**src/mdiot_pkg.sv**
```systemverilog
// package for the multifunction digital io / totalizer block
// assumes a single 10 MHz clock and an axi4-lite register bus
`default_nettype none
package mdiot_pkg;
    // --------------------------------------------------------------
    // register byte addresses
    // --------------------------------------------------------------
    localparam logic [7:0] ADDR_PORT1_IN = 8'h00;
    localparam logic [7:0] ADDR_PORT1_OUT = 8'h04;
    localparam logic [7:0] ADDR_PORT1_CFG = 8'h08;
    localparam logic [7:0] ADDR_PORT2_IN = 8'h10;
    localparam logic [7:0] ADDR_PORT2_OUT = 8'h14;
    localparam logic [7:0] ADDR_PORT2_CFG = 8'h18;
    localparam logic [7:0] ADDR_TOT_COUNT = 8'h20;
    localparam logic [7:0] ADDR_TOT_CFG = 8'h24;
    localparam logic [7:0] ADDR_TOT_CLEAR = 8'h28;
    localparam logic [7:0] ADDR_CHAN_ID = 8'h2c;
    // --------------------------------------------------------------
    // fields and constants
    // --------------------------------------------------------------
    localparam int PORT_W = 8;
    localparam int COUNT_W = 26;
    localparam int CFG_DIR_BIT = 0;
    localparam int CFG_BASE_BIT = 1;
    localparam int TOT_MODE_BIT = 0;
    localparam int TOT_EDGE_BIT = 1;
    localparam logic [7:0] CHAN_PORT1 = 8'h01;
    localparam logic [7:0] CHAN_PORT2 = 8'h02;
    localparam logic [7:0] CHAN_TOT = 8'h03;
    localparam logic [1:0] RESP_OKAY = 2'h0;
    localparam logic [1:0] RESP_SLVERR = 2'h2;
    localparam logic [31:0] DATA_ZERO = 32'h0000_0000;
    localparam logic [COUNT_W-1:0] COUNT_ZERO = 26'h000_0000;
    localparam logic [COUNT_W-1:0] COUNT_ONE = 26'h000_0001;
    // 100 kHz pulses give >= 5 us per level at 10 MHz, ample for sampling
    localparam int CLK_HZ = 10_000_000;
    localparam int PULSE_MAX_HZ = 100_000;
    localparam int PULSE_MIN_CYC = CLK_HZ / (2 * PULSE_MAX_HZ);
endpackage : mdiot_pkg
`default_nettype wire

```
**src/mdiot_port_if.sv**
```systemverilog
// interface between the top and the digital port module
// assumes both ends share i_clock
`default_nettype none
interface mdiot_port_if;
    logic wr_dir;
    logic wr_pat;
    logic [7:0] wdata;
    logic dir_out;
    logic [7:0] pattern;
    modport ctrl (output wr_dir, output wr_pat, output wdata, input dir_out, input pattern);
    modport port (input wr_dir, input wr_pat, input wdata, output dir_out, output pattern);
endinterface : mdiot_port_if
`default_nettype wire

```
**src/mdiot_port.sv**
```systemverilog
// one 8-bit digital port: direction and output latch
// assumes writes come from the register slave of the top
`default_nettype none
module mdiot_port
    import mdiot_pkg::*;
(
    input wire logic i_clock,
    input wire logic i_rst_b,
    mdiot_port_if.port bus
);
    typedef struct packed {
        logic dir_out;
        logic [PORT_W-1:0] pattern;
    } mdiot_pstate_type;
    mdiot_pstate_type st_ff;
    mdiot_pstate_type nxt_st;
    always_comb begin
        nxt_st = st_ff;
        if (bus.wr_dir) begin
            nxt_st.dir_out = bus.wdata[CFG_DIR_BIT];
        end
        if (bus.wr_pat) begin
            nxt_st.dir_out = 1'b1;
            nxt_st.pattern = bus.wdata;
        end
    end
    always_ff @(posedge i_clock or negedge i_rst_b) begin
        if (!i_rst_b) begin
            st_ff <= '0;
        end else begin
            st_ff <= nxt_st;
        end
    end
    assign bus.dir_out = st_ff.dir_out;
    assign bus.pattern = st_ff.pattern;
endmodule : mdiot_port
`default_nettype wire

```
**src/mdiot_top.sv**
```systemverilog
// multifunction digital io ports and pulse totalizer, axi4-lite slave
// assumes pins and the pulse input are synchronous to i_clock
`default_nettype none
// Notes on behaviour
// - two independent 8-bit ports, each input or output under host control.
// - a port read returns the live pin levels and may serve as a scan entry.
// - preparing an output pattern switches the port to output direction.
// - a written pattern stays latched on the pins until rewritten.
// - a binary/decimal base is kept per port and stays until changed.
// - ports are channels 01 and 02, the totalizer channel 03.
// - a 26-bit counter counts ttl pulses up to 100 kHz.
// - counting starts at power-up with no start command.
// - mode selects clear-on-read or run until a manual clear.
// - the count is sampled once per read, never refreshed on its own.
// - counting edge is rising or falling, as configured.
module mdiot_top
    import mdiot_pkg::*;
(
    input wire logic i_clock,
    input wire logic i_rst_b,
    input wire logic [7:0] i_port1_pins,
    input wire logic [7:0] i_port2_pins,
    output logic [7:0] o_port1_pins,
    output logic [7:0] o_port1_oe,
    output logic [7:0] o_port2_pins,
    output logic [7:0] o_port2_oe,
    input wire logic i_pulse,
    input wire logic [7:0] i_s_axi_awaddr,
    input wire logic i_s_axi_awvalid,
    output logic o_s_axi_awready,
    input wire logic [31:0] i_s_axi_wdata,
    input wire logic [3:0] i_s_axi_wstrb,
    input wire logic i_s_axi_wvalid,
    output logic o_s_axi_wready,
    output logic [1:0] o_s_axi_bresp,
    output logic o_s_axi_bvalid,
    input wire logic i_s_axi_bready,
    input wire logic [7:0] i_s_axi_araddr,
    input wire logic i_s_axi_arvalid,
    output logic o_s_axi_arready,
    output logic [31:0] o_s_axi_rdata,
    output logic [1:0] o_s_axi_rresp,
    output logic o_s_axi_rvalid,
    input wire logic i_s_axi_rready
);
    // ----------------------------------------------------------------
    // state
    // ----------------------------------------------------------------
    typedef struct packed {
        logic aw_hold;
        logic [7:0] aw_addr;
        logic w_hold;
        logic w_low;
        logic [31:0] w_data;
        logic bvalid;
        logic [1:0] bresp;
        logic rvalid;
        logic [31:0] rdata;
        logic [1:0] rresp;
        logic aw_ready;
        logic w_ready;
        logic ar_ready;
        logic base1;
        logic base2;
        logic tot_clr_on_read;
        logic tot_falling;
        logic pulse_prev;
        logic [COUNT_W-1:0] count;
        logic [7:0] p1_out;
        logic [7:0] p1_oe;
        logic [7:0] p2_out;
        logic [7:0] p2_oe;
    } mdiot_state_type;
    mdiot_state_type st_ff;
    mdiot_state_type nxt_st;

    // readies idle high so a master never meets a stalled bus out of reset
    localparam mdiot_state_type ST_RESET = '{
        aw_ready: 1'b1,
        w_ready: 1'b1,
        ar_ready: 1'b1,
        default: '0
    };

    // the two ports are identical, one instance each
    mdiot_port_if port1_bus ();
    mdiot_port_if port2_bus ();

    mdiot_port u_port1 (
        .i_clock(i_clock),
        .i_rst_b(i_rst_b),
        .bus(port1_bus.port)
    );
    mdiot_port u_port2 (
        .i_clock(i_clock),
        .i_rst_b(i_rst_b),
        .bus(port2_bus.port)
    );

    logic do_write;
    logic do_read;
    logic [7:0] wr_addr;
    logic [31:0] wr_data;
    logic wr_low;
    logic edge_seen;
    logic pulse_rise;
    logic pulse_fall;
    logic count_at_top;
    logic wr_p1_out;
    logic wr_p2_out;
    logic wr_p1_cfg;
    logic wr_p2_cfg;
    logic wr_tot_clr;
    logic rd_clear;
    logic [31:0] rd_value;
    logic rd_err;

    // ----------------------------------------------------------------
    // write decode
    // ----------------------------------------------------------------
    always_comb begin
        wr_addr = st_ff.aw_hold ? st_ff.aw_addr : i_s_axi_awaddr;
        wr_data = st_ff.w_hold ? st_ff.w_data : i_s_axi_wdata;
        // a write needs both halves and a free response slot
        do_write = (st_ff.aw_hold | i_s_axi_awvalid) & (st_ff.w_hold | i_s_axi_wvalid)
            & ~st_ff.bvalid;
        // a held word keeps the strobe it came with
        wr_low = st_ff.w_hold ? st_ff.w_low : i_s_axi_wstrb[0];
        do_read = i_s_axi_arvalid & st_ff.ar_ready;
    end

    // one strobe per port output and config register and one for the totalizer clear
    always_comb begin
        wr_p1_out = do_write & wr_low & (wr_addr == ADDR_PORT1_OUT);
        wr_p2_out = do_write & wr_low & (wr_addr == ADDR_PORT2_OUT);
        wr_p1_cfg = do_write & wr_low & (wr_addr == ADDR_PORT1_CFG);
        wr_p2_cfg = do_write & wr_low & (wr_addr == ADDR_PORT2_CFG);
        wr_tot_clr = do_write & wr_low & (wr_addr == ADDR_TOT_CLEAR);
    end

    always_comb begin
        port1_bus.wdata = wr_data[PORT_W-1:0];
        port2_bus.wdata = wr_data[PORT_W-1:0];
        port1_bus.wr_dir = wr_p1_cfg;
        port2_bus.wr_dir = wr_p2_cfg;
        port1_bus.wr_pat = wr_p1_out;
        port2_bus.wr_pat = wr_p2_out;
    end

    // ----------------------------------------------------------------
    // read decode
    // ----------------------------------------------------------------
    // unaligned or unused addresses fall to the error branch
    always_comb begin
        rd_value = DATA_ZERO;
        rd_err = 1'b0;
        rd_clear = 1'b0;
        case (i_s_axi_araddr)
            ADDR_PORT1_IN: rd_value[PORT_W-1:0] = i_port1_pins;
            ADDR_PORT2_IN: rd_value[PORT_W-1:0] = i_port2_pins;
            ADDR_PORT1_OUT: rd_value[PORT_W-1:0] = port1_bus.pattern;
            ADDR_PORT2_OUT: rd_value[PORT_W-1:0] = port2_bus.pattern;
            ADDR_PORT1_CFG: begin
                rd_value[CFG_DIR_BIT] = port1_bus.dir_out;
                rd_value[CFG_BASE_BIT] = st_ff.base1;
            end
            ADDR_PORT2_CFG: begin
                rd_value[CFG_DIR_BIT] = port2_bus.dir_out;
                rd_value[CFG_BASE_BIT] = st_ff.base2;
            end
            ADDR_TOT_COUNT: begin
                rd_value[COUNT_W-1:0] = st_ff.count;
                rd_clear = st_ff.tot_clr_on_read;
            end
            ADDR_TOT_CFG: begin
                rd_value[TOT_MODE_BIT] = st_ff.tot_clr_on_read;
                rd_value[TOT_EDGE_BIT] = st_ff.tot_falling;
            end
            ADDR_TOT_CLEAR: rd_value = DATA_ZERO;
            ADDR_CHAN_ID: rd_value = {8'h00, CHAN_TOT, CHAN_PORT2, CHAN_PORT1};
            default: rd_err = 1'b1;
        endcase
    end

    // ----------------------------------------------------------------
    // next state
    // ----------------------------------------------------------------
    always_comb begin
        nxt_st = st_ff;
        // ------------------------------------------------------------
        // axi write channels
        // ------------------------------------------------------------
        // held separately so either order works
        if (i_s_axi_awvalid & st_ff.aw_ready & ~do_write) begin
            nxt_st.aw_hold = 1'b1;
            nxt_st.aw_addr = i_s_axi_awaddr;
        end
        if (i_s_axi_wvalid & st_ff.w_ready & ~do_write) begin
            nxt_st.w_hold = 1'b1;
            nxt_st.w_low = i_s_axi_wstrb[0];
            nxt_st.w_data = i_s_axi_wdata;
        end
        if (st_ff.bvalid & i_s_axi_bready) begin
            nxt_st.bvalid = 1'b0;
        end
        if (do_write) begin
            nxt_st.aw_hold = 1'b0;
            nxt_st.w_hold = 1'b0;
            nxt_st.bvalid = 1'b1;
            nxt_st.bresp = RESP_OKAY;
            case (wr_addr)
                ADDR_PORT1_CFG: if (wr_low) nxt_st.base1 = wr_data[CFG_BASE_BIT];
                ADDR_PORT2_CFG: if (wr_low) nxt_st.base2 = wr_data[CFG_BASE_BIT];
                ADDR_TOT_CFG: begin
                    if (wr_low) begin
                        nxt_st.tot_clr_on_read = wr_data[TOT_MODE_BIT];
                        nxt_st.tot_falling = wr_data[TOT_EDGE_BIT];
                    end
                end
                ADDR_PORT1_OUT, ADDR_PORT2_OUT, ADDR_TOT_CLEAR: nxt_st.bresp = RESP_OKAY;
                ADDR_PORT1_IN, ADDR_PORT2_IN, ADDR_TOT_COUNT, ADDR_CHAN_ID:
                    nxt_st.bresp = RESP_OKAY;
                default: nxt_st.bresp = RESP_SLVERR;
            endcase
        end

        // ------------------------------------------------------------
        // axi read channel
        // ------------------------------------------------------------
        if (st_ff.rvalid & i_s_axi_rready) begin
            nxt_st.rvalid = 1'b0;
        end
        if (do_read) begin
            nxt_st.rvalid = 1'b1;
            nxt_st.rdata = rd_value;
            nxt_st.rresp = rd_err ? RESP_SLVERR : RESP_OKAY;
        end

        // ------------------------------------------------------------
        // totalizer
        // ------------------------------------------------------------
        // free running from reset, no start command needed
        nxt_st.pulse_prev = i_pulse;
        if (edge_seen) begin
            nxt_st.count = count_at_top ? COUNT_ZERO : st_ff.count + COUNT_ONE;
        end
        // a pulse in the clearing cycle is kept, so the count restarts at one
        if ((do_read & rd_clear) | wr_tot_clr) begin
            nxt_st.count = edge_seen ? COUNT_ONE : COUNT_ZERO;
        end

        // ------------------------------------------------------------
        // pin drivers
        // ------------------------------------------------------------
        // one more stage so pins and enables leave from flip-flops
        nxt_st.p1_out = port1_bus.pattern;
        nxt_st.p2_out = port2_bus.pattern;
        nxt_st.p1_oe = {PORT_W{port1_bus.dir_out}};
        nxt_st.p2_oe = {PORT_W{port2_bus.dir_out}};

        // ------------------------------------------------------------
        // handshake readies
        // ------------------------------------------------------------
        // registered inverses of the hold flags and of rvalid, so no gate sits on a ready
        nxt_st.aw_ready = ~nxt_st.aw_hold;
        nxt_st.w_ready = ~nxt_st.w_hold;
        nxt_st.ar_ready = ~nxt_st.rvalid;
    end

    // ----------------------------------------------------------------
    // pulse edges
    // ----------------------------------------------------------------
    // previous sample resets low like the idle line, so no false count
    assign pulse_rise = ~st_ff.pulse_prev & i_pulse;
    assign pulse_fall = st_ff.pulse_prev & ~i_pulse;
    assign edge_seen = st_ff.tot_falling ? pulse_fall : pulse_rise;
    // all ones is the last value before the count rolls over to zero
    assign count_at_top = &st_ff.count;

    always_ff @(posedge i_clock or negedge i_rst_b) begin
        if (!i_rst_b) begin
            st_ff <= ST_RESET;
        end else begin
            st_ff <= nxt_st;
        end
    end

    // ----------------------------------------------------------------
    // outputs
    // ----------------------------------------------------------------
    // readies come straight from their own flops
    assign o_s_axi_awready = st_ff.aw_ready;
    assign o_s_axi_wready = st_ff.w_ready;
    assign o_s_axi_bvalid = st_ff.bvalid;
    assign o_s_axi_bresp = st_ff.bresp;
    assign o_s_axi_arready = st_ff.ar_ready;
    assign o_s_axi_rvalid = st_ff.rvalid;
    assign o_s_axi_rdata = st_ff.rdata;
    assign o_s_axi_rresp = st_ff.rresp;
    assign o_port1_pins = st_ff.p1_out;
    assign o_port1_oe = st_ff.p1_oe;
    assign o_port2_pins = st_ff.p2_out;
    assign o_port2_oe = st_ff.p2_oe;
endmodule : mdiot_top
`default_nettype wire

```
**config.mk**
```make
export PLATFORM = sky130hd
export DESIGN_NAME = mdiot_top
export DESIGN_NICKNAME = d
export VERILOG_FILES = /design/src/mdiot_pkg.sv /design/src/mdiot_port_if.sv /design/src/mdiot_port.sv /design/src/mdiot_top.sv
export SDC_FILE = /design/constraint.sdc
export NUM_CORES = 1
export LEC_CHECK = 0
export CORE_MARGIN = 2
export CORE_UTILIZATION = 36
export DETAILED_ROUTE_END_ITERATION = 7
export DONT_BUFFER_PORTS = 1
export PLACE_DENSITY_LB_ADDON = 0.3
export SLEW_MARGIN = 20
export SYNTH_ARGS = -nofsm -noshare
export SYNTH_HDL_FRONTEND = slang
export SYNTH_SLANG_ARGS = --single-unit
```
**constraint.sdc**
```tcl
create_clock -name i_clock -period 6.1 [get_ports i_clock]
set_clock_uncertainty 0.1 [all_clocks]
set_input_delay 0.305 -clock i_clock [delete_from_list [all_inputs] [get_ports i_clock]]
set_output_delay 0.305 -clock i_clock [all_outputs]
set_load 0.01 [all_outputs]
```
* Word-level counts from Yosys, hierarchy flattened
Index checks and enable logic that the tools add are counted.
** Storage, ports and cells
- Flip-flop bits (word level) :: 145
- Bits of input ports :: 76
- Output and inout port bits :: 73
** Operators by class
- Add/subtract/negate cells :: 1
- Equality and inequality tests :: 18
- Multiplexer cells :: 26
- Bitwise operators :: 28
- Reductions and logical operators :: 12
** Operators by type and width (count)
- $mux W26 :: 3
- $eq A8 B6 Y1 const B :: 8
- $eq A8 B5 Y1 const B :: 6
- $pmux W18 S2 :: 1
- $mux W35 :: 1
- $mux W34 :: 1
- $pmux W6 S5 :: 1
- $mux W9 :: 3
- $add A26 B1 Y26 const B :: 1
- $reduce_and A26 Y1 :: 1
- $reduce_or A10 Y1 :: 2
- $and A1 B1 Y1 :: 18
- $pmux W2 S9 :: 1
- $eq A8 B3 Y1 const B :: 2
- $eq A8 B4 Y1 const B :: 2
- $logic_not A8 Y1 :: 2
- $mux W8 :: 2
- $mux W1 :: 10
- $reduce_and A3 Y1 :: 3
- $reduce_bool A2 Y1 :: 4
- $not A1 Y1 :: 7
- $mux W2 :: 2
- $mux W3 :: 1
- $or A1 B1 Y1 :: 3

* Depth between registers and ports, before layout
Gate-level depths: netlist of run 1.
- Word-level depth :: 8
- Mapped depth :: 8
- Depth with buffers taken out :: 6

* Hierarchy
Synthesis of run 1 repeated with hierarchy kept, for this count alone.
** Unflattened totals
- Cell total of the unflattened synthesis :: 557
- Area total of the unflattened synthesis :: 6134.6 sq um
** By module, submodules not included
- mdiot_top :: instances 1, cells each 517, area each 5388.9 sq um
- mdiot_port :: instances 2, cells each 20, area each 372.9 sq um

* Worst setup path after synthesis of run 1
OpenSTA, ideal clock, no wires.
- Path type :: input to register
- Start :: input i_s_axi_araddr[2]
- End :: register st_ff[32] (netlist bit)
- Setup time :: 0.141 ns
- Arrival :: 1.913 ns
- Data required time :: 5.859 ns
- Setup slack :: 3.946 ns
- Stages :: 8
- Path buffers :: 3
- Path through :: buf_2 > or4_4 > buf_6 > or3_4 > o31a_4 > buf_6 > a21oi_2 > a31oi_1
** Between the ends
- Longest elaborated chain between the ends :: 5
- Elaborated cells between the ends (all ways) :: 6
- Classes of those cells :: eq/ne (1); mux (2); bitwise (2); reduce/logical (1)
** Ends and longest elaborated chain
- from (decl) :: line mdiot_top.sv:38 : input wire logic [7:0] i_s_axi_araddr,
- $eq A8 B6 Y1 (*) :: line mdiot_top.sv:158 : case (i_s_axi_araddr)
- $mux W1 (*) :: line mdiot_top.sv:158
- $and A1 B1 Y1 (*) :: line mdiot_top.sv:248 : if ((do_read & rd_clear) | wr_tot_clr) begin
- $or A1 B1 Y1 (*) :: line mdiot_top.sv:248
- $mux W26 or $reduce_bool A2 Y1 (tied branches)
- to (signal assigned) :: line mdiot_top.sv:284 : st_ff <= nxt_st;
- to (decl) :: line mdiot_top.sv:74 : mdiot_state_type st_ff;
Every way passes the cells marked *; elsewhere a longest branch is shown, timed or not.
A chain may end at the register's enable or synchronous reset.

* Worst setup path in the final report of run 1
- Start :: register st_ff[146] (netlist bit)
- End :: register st_ff[57] (netlist bit)
** Between the ends
- Longest elaborated chain between the ends :: 7
- Elaborated cells between the ends (all ways) :: 10
- Classes of those cells :: eq/ne (1); mux (2); bitwise (6); reduce/logical (1)
** Ends and longest elaborated chain
- $or A1 B1 Y1 :: line mdiot_top.sv:125 : do_write = (st_ff.aw_hold | i_s_axi_awvalid) & (st_ff.w_hold | i_s_axi_wvalid)
- $and A1 B1 Y1 :: line mdiot_top.sv:125
- $and A1 B1 Y1 :: line mdiot_top.sv:126 : & ~st_ff.bvalid;
- $and A1 B1 Y1 :: line mdiot_top.sv:138 : wr_tot_clr = do_write & wr_low & (wr_addr == ADDR_TOT_CLEAR);
- $and A1 B1 Y1 (*) :: line mdiot_top.sv:138
- $or A1 B1 Y1 (*) :: line mdiot_top.sv:248
- $mux W26 or $reduce_bool A2 Y1 (tied branches)
Marks and branches as above.

==> run_results.csv, run 1 <==
group,metric,value,unit
synth,syn-instance-count,560,
synth,ys.flop_type,"dfrtp_1",
clock_network,cts_tree,"yes",
timing,setup_violations,0,
global_route,grt_pass1_vias,4403,
synth,async_reset_ff_frac,1.00,
routing,wire_per_inst,19.1,um
routing,wl_met1,6110,um
routing,drtIter0Drc,310,
cells_and_area,drive_gt1_frac,0.179,
die,core,0.0165,mm^2
timing,tns,0,ns
timing,tightest_slew,1.00,ns
power,power_density,375,mW/mm^2
routing,drt_wl_total,14300,um
die,rows,47,
timing,finalHoldViolCount,0,
worst_setup_path,cp.required,6.27,ns
place,pre_cts_ws,3.37,ns
run_status,status,"complete, no violations",
synth,synth_seq_cells,119,
clock_network,cts.clk_slew.worst_paths,0.05,ns
worst_setup_path,cp-start-kind,"flop",
die,initial_utilization,0.368,
global_route,grt_pass1_wl,23600,um
routing,top_layer,"met5",
global_route,grt_overflow,0,
worst_setup_path,cp_data_arrival_time,3.00,ns
timing,slew_violations,0,
synth,synth.yosys.seq_area_share,0.491,
job,drv_cap,0,
routing,wl_met3,1080,um
cells_and_area,num_antenna_cells,0,
power,ir_worst_vdd,212,uV
timing,layout_setup_ws,3.26,ns
synth,syn_area,0.00608,mm^2
clock_network,cts_buffer_depth,2,
synth,yosysUniqueCellTypes,67,
worst_setup_path,crit_slowest_cell,"dfrtp_1",
timing,max_slew_margin,0.321,
cells_and_area,utilization,0.396,
synth,yosysWarnings,0,
global_route,antenna_found_initial,1,
clock_network,cts-htree-levels,4,
timing,finalCritPeriodShare,0.465,
synth,synth_edf_count,0,
clock_network,root_buffer,"clkbuf_16",
die,io_pins,149,
global_route,grt_start_max_net_pins,120,
cells_and_area,multiInputGateArea,0.00244,mm^2
routing,wl_met2,6820,um
routing,detailroute.via_count,4253,
worst_setup_path,cp-end-kind,"flop",
clock_network,postCtsSetupBuffers,0,
cells_and_area,nNetsFinal,598,
clock_network,numCtsBuffers,17,
cells_and_area,syn_to_final_growth,7.76,%
worst_setup_path,crit_fanout,33,
worst_setup_path,crit_type,"reg2reg",
cells_and_area,nFillCells,1562,
place,gp_congestion,0.830,
die,dieArea,0.0179,mm^2
routing,drc,0,
worst_setup_path,cpPeakStageDelay,0.64,ns
clock_network,clk_latency,0.42,ns
power,cellLeakagePower,2.73,nW
timing,finalCriticalPeriod,2.84,ns
worst_setup_path,crit_chain,"nor3b_1 -> o2111ai_1 -> o31a_4 -> nand2_1 -> a31oi_1",
timing,max_freq,0.353,GHz
die,fp.dieW,134,um
routing,drt_pass1_iterations,5,
global_route,track_usage,0.171,
die,die_y,134,um
place,place_hpwl,9910,um
place,io_buffers,0,
routing,vias_per_cell,5.66,
timing,rsz0062_at_grt,"false",
synth,syn_avg_cell_area,10.9,um^2
clock_network,cts.sinks,119,
routing,ant_nets,0,
worst_hold_path,hold_path.class,"in2reg",
cells_and_area,ff_latch_area,0.00298,mm^2
==> final cells by class <==
| type | instances | area share |
|---|---|---|
| Sequential cell | 119 | 0.455 |
| Multi-Input combinational cell | 344 | 0.372 |
| Clock buffer | 21 | 0.0703 |
| Tap cell | 220 | 0.0420 |
| Timing Repair Buffer | 25 | 0.0401 |
| Clock inverter | 9 | 0.0120 |
| Inverter | 14 | 0.00802 |
==> cell usage in the layout, fill, tap and decap left out, drive strengths merged, types with 5 or more instances in the layout <==
cell         Yosys  routed
a41oi            6       6
nor3b            5       5
dlygate4sd3      0      22
conb             1       8
nand3b           7       7
o22ai            5       5
dfrtp          116     116
a22o            16      16
mux2            47      47
inv             14      14
nor2            31      31
nor3            12      12
nor4             6       6
and2             5       5
nand3           23      23
nand4           11      11
a222oi           6       6
a21oi            7       7
o21ai           19      19
nand2b           5       5
nand2           35      35
clkinv           0       6
o211ai           8       8
clkbuf          11      21
a31oi           23      23
a22oi            9       9
==> kinds of logic after synthesis <==
family          after synthesis  share of synthesized area
mux                          50                     0.0920
other cells                   1                   0.000617
compound gates              120                      0.148
fa+ha+maj                     1                    0.00206
buf+inv                     104                      0.114
flops                       119                      0.491
simple gates                161                      0.146
xor+xnor                      4                    0.00576
==> routing by layer <==
layer | vias to the layer above | GRT usage
met3 | 23 | 0.0673
met1 | 2151 | 0.212
li1 | 1937 | -
met5 | - | 0
met4 | 2 | 0.0721
met2 | 140 | 0.266
==> power by group <==
group / total [mW] / internal, mW / switching, mW
Combinational: 0.385 / 0.192 / 0.193
Clock: 0.924 / 0.572 / 0.351
Sequential: 1.15 / 0.949 / 0.197
==> flip-flops by register name, indices dropped and copies added (netlist names), 8 cells and up <==
signal and flops:
o_s_axi_rdata 26, o_port1_pins 8, st_ff 50, o_port2_pins 8
u_port1.bus.pattern 8, u_port2.bus.pattern 8
==> synth_stat cells, types with 4 or more instances <==
library cell	count	area (um^2)
nor2_1	29	109
and2_1	5	31.3
o21ai_0	15	75.1
nand4_1	11	68.8
a41oi_1	4	35.0
a222oi_1	6	60.1
mux2_2	45	507
nand2b_1	5	31.3
nand2_1	35	131
a22o_1	16	140
o22ai_1	5	31.3
o211ai_1	8	60.1
clkbuf_1	9	33.8
nor3b_1	5	37.5
dfrtp_1	116	2900
o21ai_1	4	20.0
nor3_1	11	55.1
nor4_1	5	31.3
inv_1	14	52.6
a21oi_1	5	25.0
buf_6	5	56.3
nand3b_1	7	52.6
nand3_1	23	115
a31oi_1	23	144
buf_2	5	25.0
a22oi_1	9	67.6
buf_4	69	518
==> worst max-delay path: cells and delay by family, from the launching register on <==
family / cells / cell delay (ns)
AO/OA/AOI/OAI: 3 / 1.11
AND/OR/NAND/NOR: 2 / 0.81
flip-flops: 1 / 0.64
==> stage by stage <==
step                cells  instance area, um^2  total power [mW]  hold slack [ns]
finish                752                 6550              2.45           0.0321
global route          752                 6550              2.60           0.0431
floorplan             567                 6100              1.49          -0.0906
detailed placement    699                 5760              1.52          -0.0875
CTS                   752                 6540              2.48           0.0111
global placement      699                 5760              1.49          -0.0878
==> worst paths after layout <==
path,startpoint,to,slack (ns),cells after the start
worst min register to register,u_port1.bus.pattern[1],o_port1_pins[1],0.30,0
worst max-delay path,st_ff[146],st_ff[57],3.26,5
max in group asynchronous,i_rst_b,st_ff[52],5.06,2
min in group asynchronous,i_rst_b,st_ff[137],0.41,2
worst min-delay path,i_s_axi_wvalid,o_s_axi_wready,0.03,2
worst max register to register,st_ff[146],st_ff[57],3.26,5
==> repair_timing <==
item / in CTS / in global routing
hold endpoints to repair: 141 / 0
resized for setup: 0 / 0
hold buffers: 23 / 0
(Power assumes the default switching activity.)
==> inputs of run 2 (changes only) <==
clock period = 2.8 ns   (was 6.1 ns; I/O delays follow)
==> run 2 against run 1 <==
Effect of this change:
- register-to-register slack worse by 2.8 ns
- critical path depth unchanged
- combinational power up 130%
- core utilization up 2.2 points
- routed wire length up 6.3%
- total power up 130%
- the flow now finishes with violations (hold timing)
- sequential share of layout area down 2.4 points
- via count up 2.7%
- count of clock-buffer cells in the layout down 1
- worst setup slack worse by 2.8 ns
- first-iteration DRC count up 8.7%
- design area up 5.5%
==> run_results.csv, run 2 (same netlist as run 1, synthesis figures left out) <==
group,metric,value,unit
place,dp_cells,712,
clock_network,numCtsBuffers,17,
routing,drt_wl_total,15200,um
clock_network,cts.clk_slew.worst_paths,0.06,ns
cells_and_area,utilization,0.418,
clock_network,cts_tree,"yes",
clock_network,cts_buffer_depth,2,
global_route,track_usage,0.176,
worst_setup_path,crit_type,"reg2reg",
clock_network,postCtsSetupBuffers,0,
die,dieArea,0.0179,mm^2
die,die_y,134,um
power,ir_worst_vdd,480,uV
cells_and_area,mostFrequentLayoutCell,"dfrtp_1",
cells_and_area,nFillCells,1561,
routing,detailroute.via_count,4368,
worst_setup_path,reg2reg_depth,5,
global_route,grt_start_max_net_pins,120,
cells_and_area,fin_cells,786,
timing,max_freq,0.423,GHz
power,p_total,5.73,mW
die,core,0.0165,mm^2
global_route,grt_pass1_vias,4587,
worst_setup_path,crit_fanout,22,
timing,finalHoldViolCount,119,
routing,ant_nets,0,
timing,finalCriticalPeriod,2.36,ns
worst_setup_path,timing.reg2reg.setup_slack,0.44,ns
worst_setup_path,cp-end-kind,"flop",
die,rows,47,
place,place_hpwl,10300,um
run_status,status,"finished with violations",
cells_and_area,mostFrequentLayoutCells,"dfrtp_1 (116), mux2_2 (45), dlygate4sd3_1 (43), nand2_1 (35), nor2_1 (29)",
worst_setup_path,cp-start-kind,"flop",
timing,max_slew_margin,0.341,
clock_network,cts_hold_buf,43,
timing,rsz0062_at_grt,"false",
die,fp.dieW,134,um
cells_and_area,syn_to_final_growth,13.6,%
routing,vias_per_cell,5.56,
routing,drtIter0Drc,337,
worst_hold_path,hold_path.class,"in2async",
place,gp_congestion,0.873,
power,power_density,830,mW/mm^2
routing,drc,0,
cells_and_area,largest_register_ffs,50,
run_status,violations,"hold timing",
clock_network,cts.sinks,119,
die,io_pins,149,
clock_network,ctsResizeCount,0,
routing,drt_pass1_iterations,5,
timing,setup_violations,0,
clock_network,root_buffer,"clkbuf_16",
routing,wire_per_inst,19.4,um
timing,tns,0,ns
global_route,antenna_found_initial,1,
clock_network,clk_latency,0.42,ns
cells_and_area,nNetsFinal,631,
timing,tightest_slew,0.975,ns
cells_and_area,num_antenna_cells,0,
worst_setup_path,cp.required,3.00,ns
place,io_buffers,0,
job,drv_cap,0,
die,initial_utilization,0.368,
global_route,grt_overflow,0,
timing,finalCritPeriodShare,0.844,
cells_and_area,drive_gt1_frac,0.191,
global_route,grt_pass1_wl,24400,um
cells_and_area,regMostFlops,"st_ff",
timing,holdWs,-0.684,ns
worst_setup_path,cp_data_arrival_time,2.57,ns
clock_network,cts-htree-levels,4,
timing,slew_violations,0,
power,cellLeakagePower,2.87,nW
-- run 2: final cells by class --
| cell class | count | area [um^2] | share of cell area |
|---|---|---|---|
| multi-input cells | 344 | 2430 | 0.351 |
| clock buffers | 20 | 457 | 0.0661 |
| flip-flops and latches | 119 | 2980 | 0.432 |
| repair buffers | 58 | 543 | 0.0786 |
| inverters | 14 | 52.6 | 0.00761 |
| well taps | 220 | 275 | 0.0398 |
| clock inverters | 11 | 171 | 0.0248 |
-- run 2: path summary, 6_finish.rpt --
kind,end,start
worst max-delay path,st_ff[34],st_ff[137]
worst min-delay path,st_ff[145],i_rst_b
worst max register to register,st_ff[34],st_ff[137]
worst min register to register,o_port2_pins[7],u_port2.bus.pattern[7]
max in group asynchronous,o_s_axi_arready,i_rst_b
min in group i_clock,o_s_axi_awready,i_s_axi_wvalid
-- run 2: per-layer routing --
layer  GRT usage  part of all wire  vias up
li1            -                 -     2000
met1       0.212              0.43     2210
met2       0.287              0.49      135
met3      0.0711             0.073       21
met4      0.0621             0.012        2
met5           0           0.00085        -
-- run 2: worst max-delay path: stages, from the launching register on --
cell       delay (ns)
dfrtp_1          0.64
mux2_2           0.39
o2111ai_1        0.16
o31a_4           0.36
nand2_1          0.25
o32ai_1          0.33
-- run 2: metrics by stage --
stage	instance area [um^2]	worst slack, ns
floorplan	6100	0.752
global placement	5850	0.513
detailed placement	5850	0.461
CTS	6910	0.432
global route	6910	0.260
finish	6910	0.437
-- run 2: report_power, final --
group / total [mW] / internal (mW) / leakage, nW / switching, mW
clock network: 2.34 / 1.53 / 0.302 / 0.809
registers: 2.49 / 2.07 / 1.56 / 0.424
logic: 0.902 / 0.476 / 1.01 / 0.426
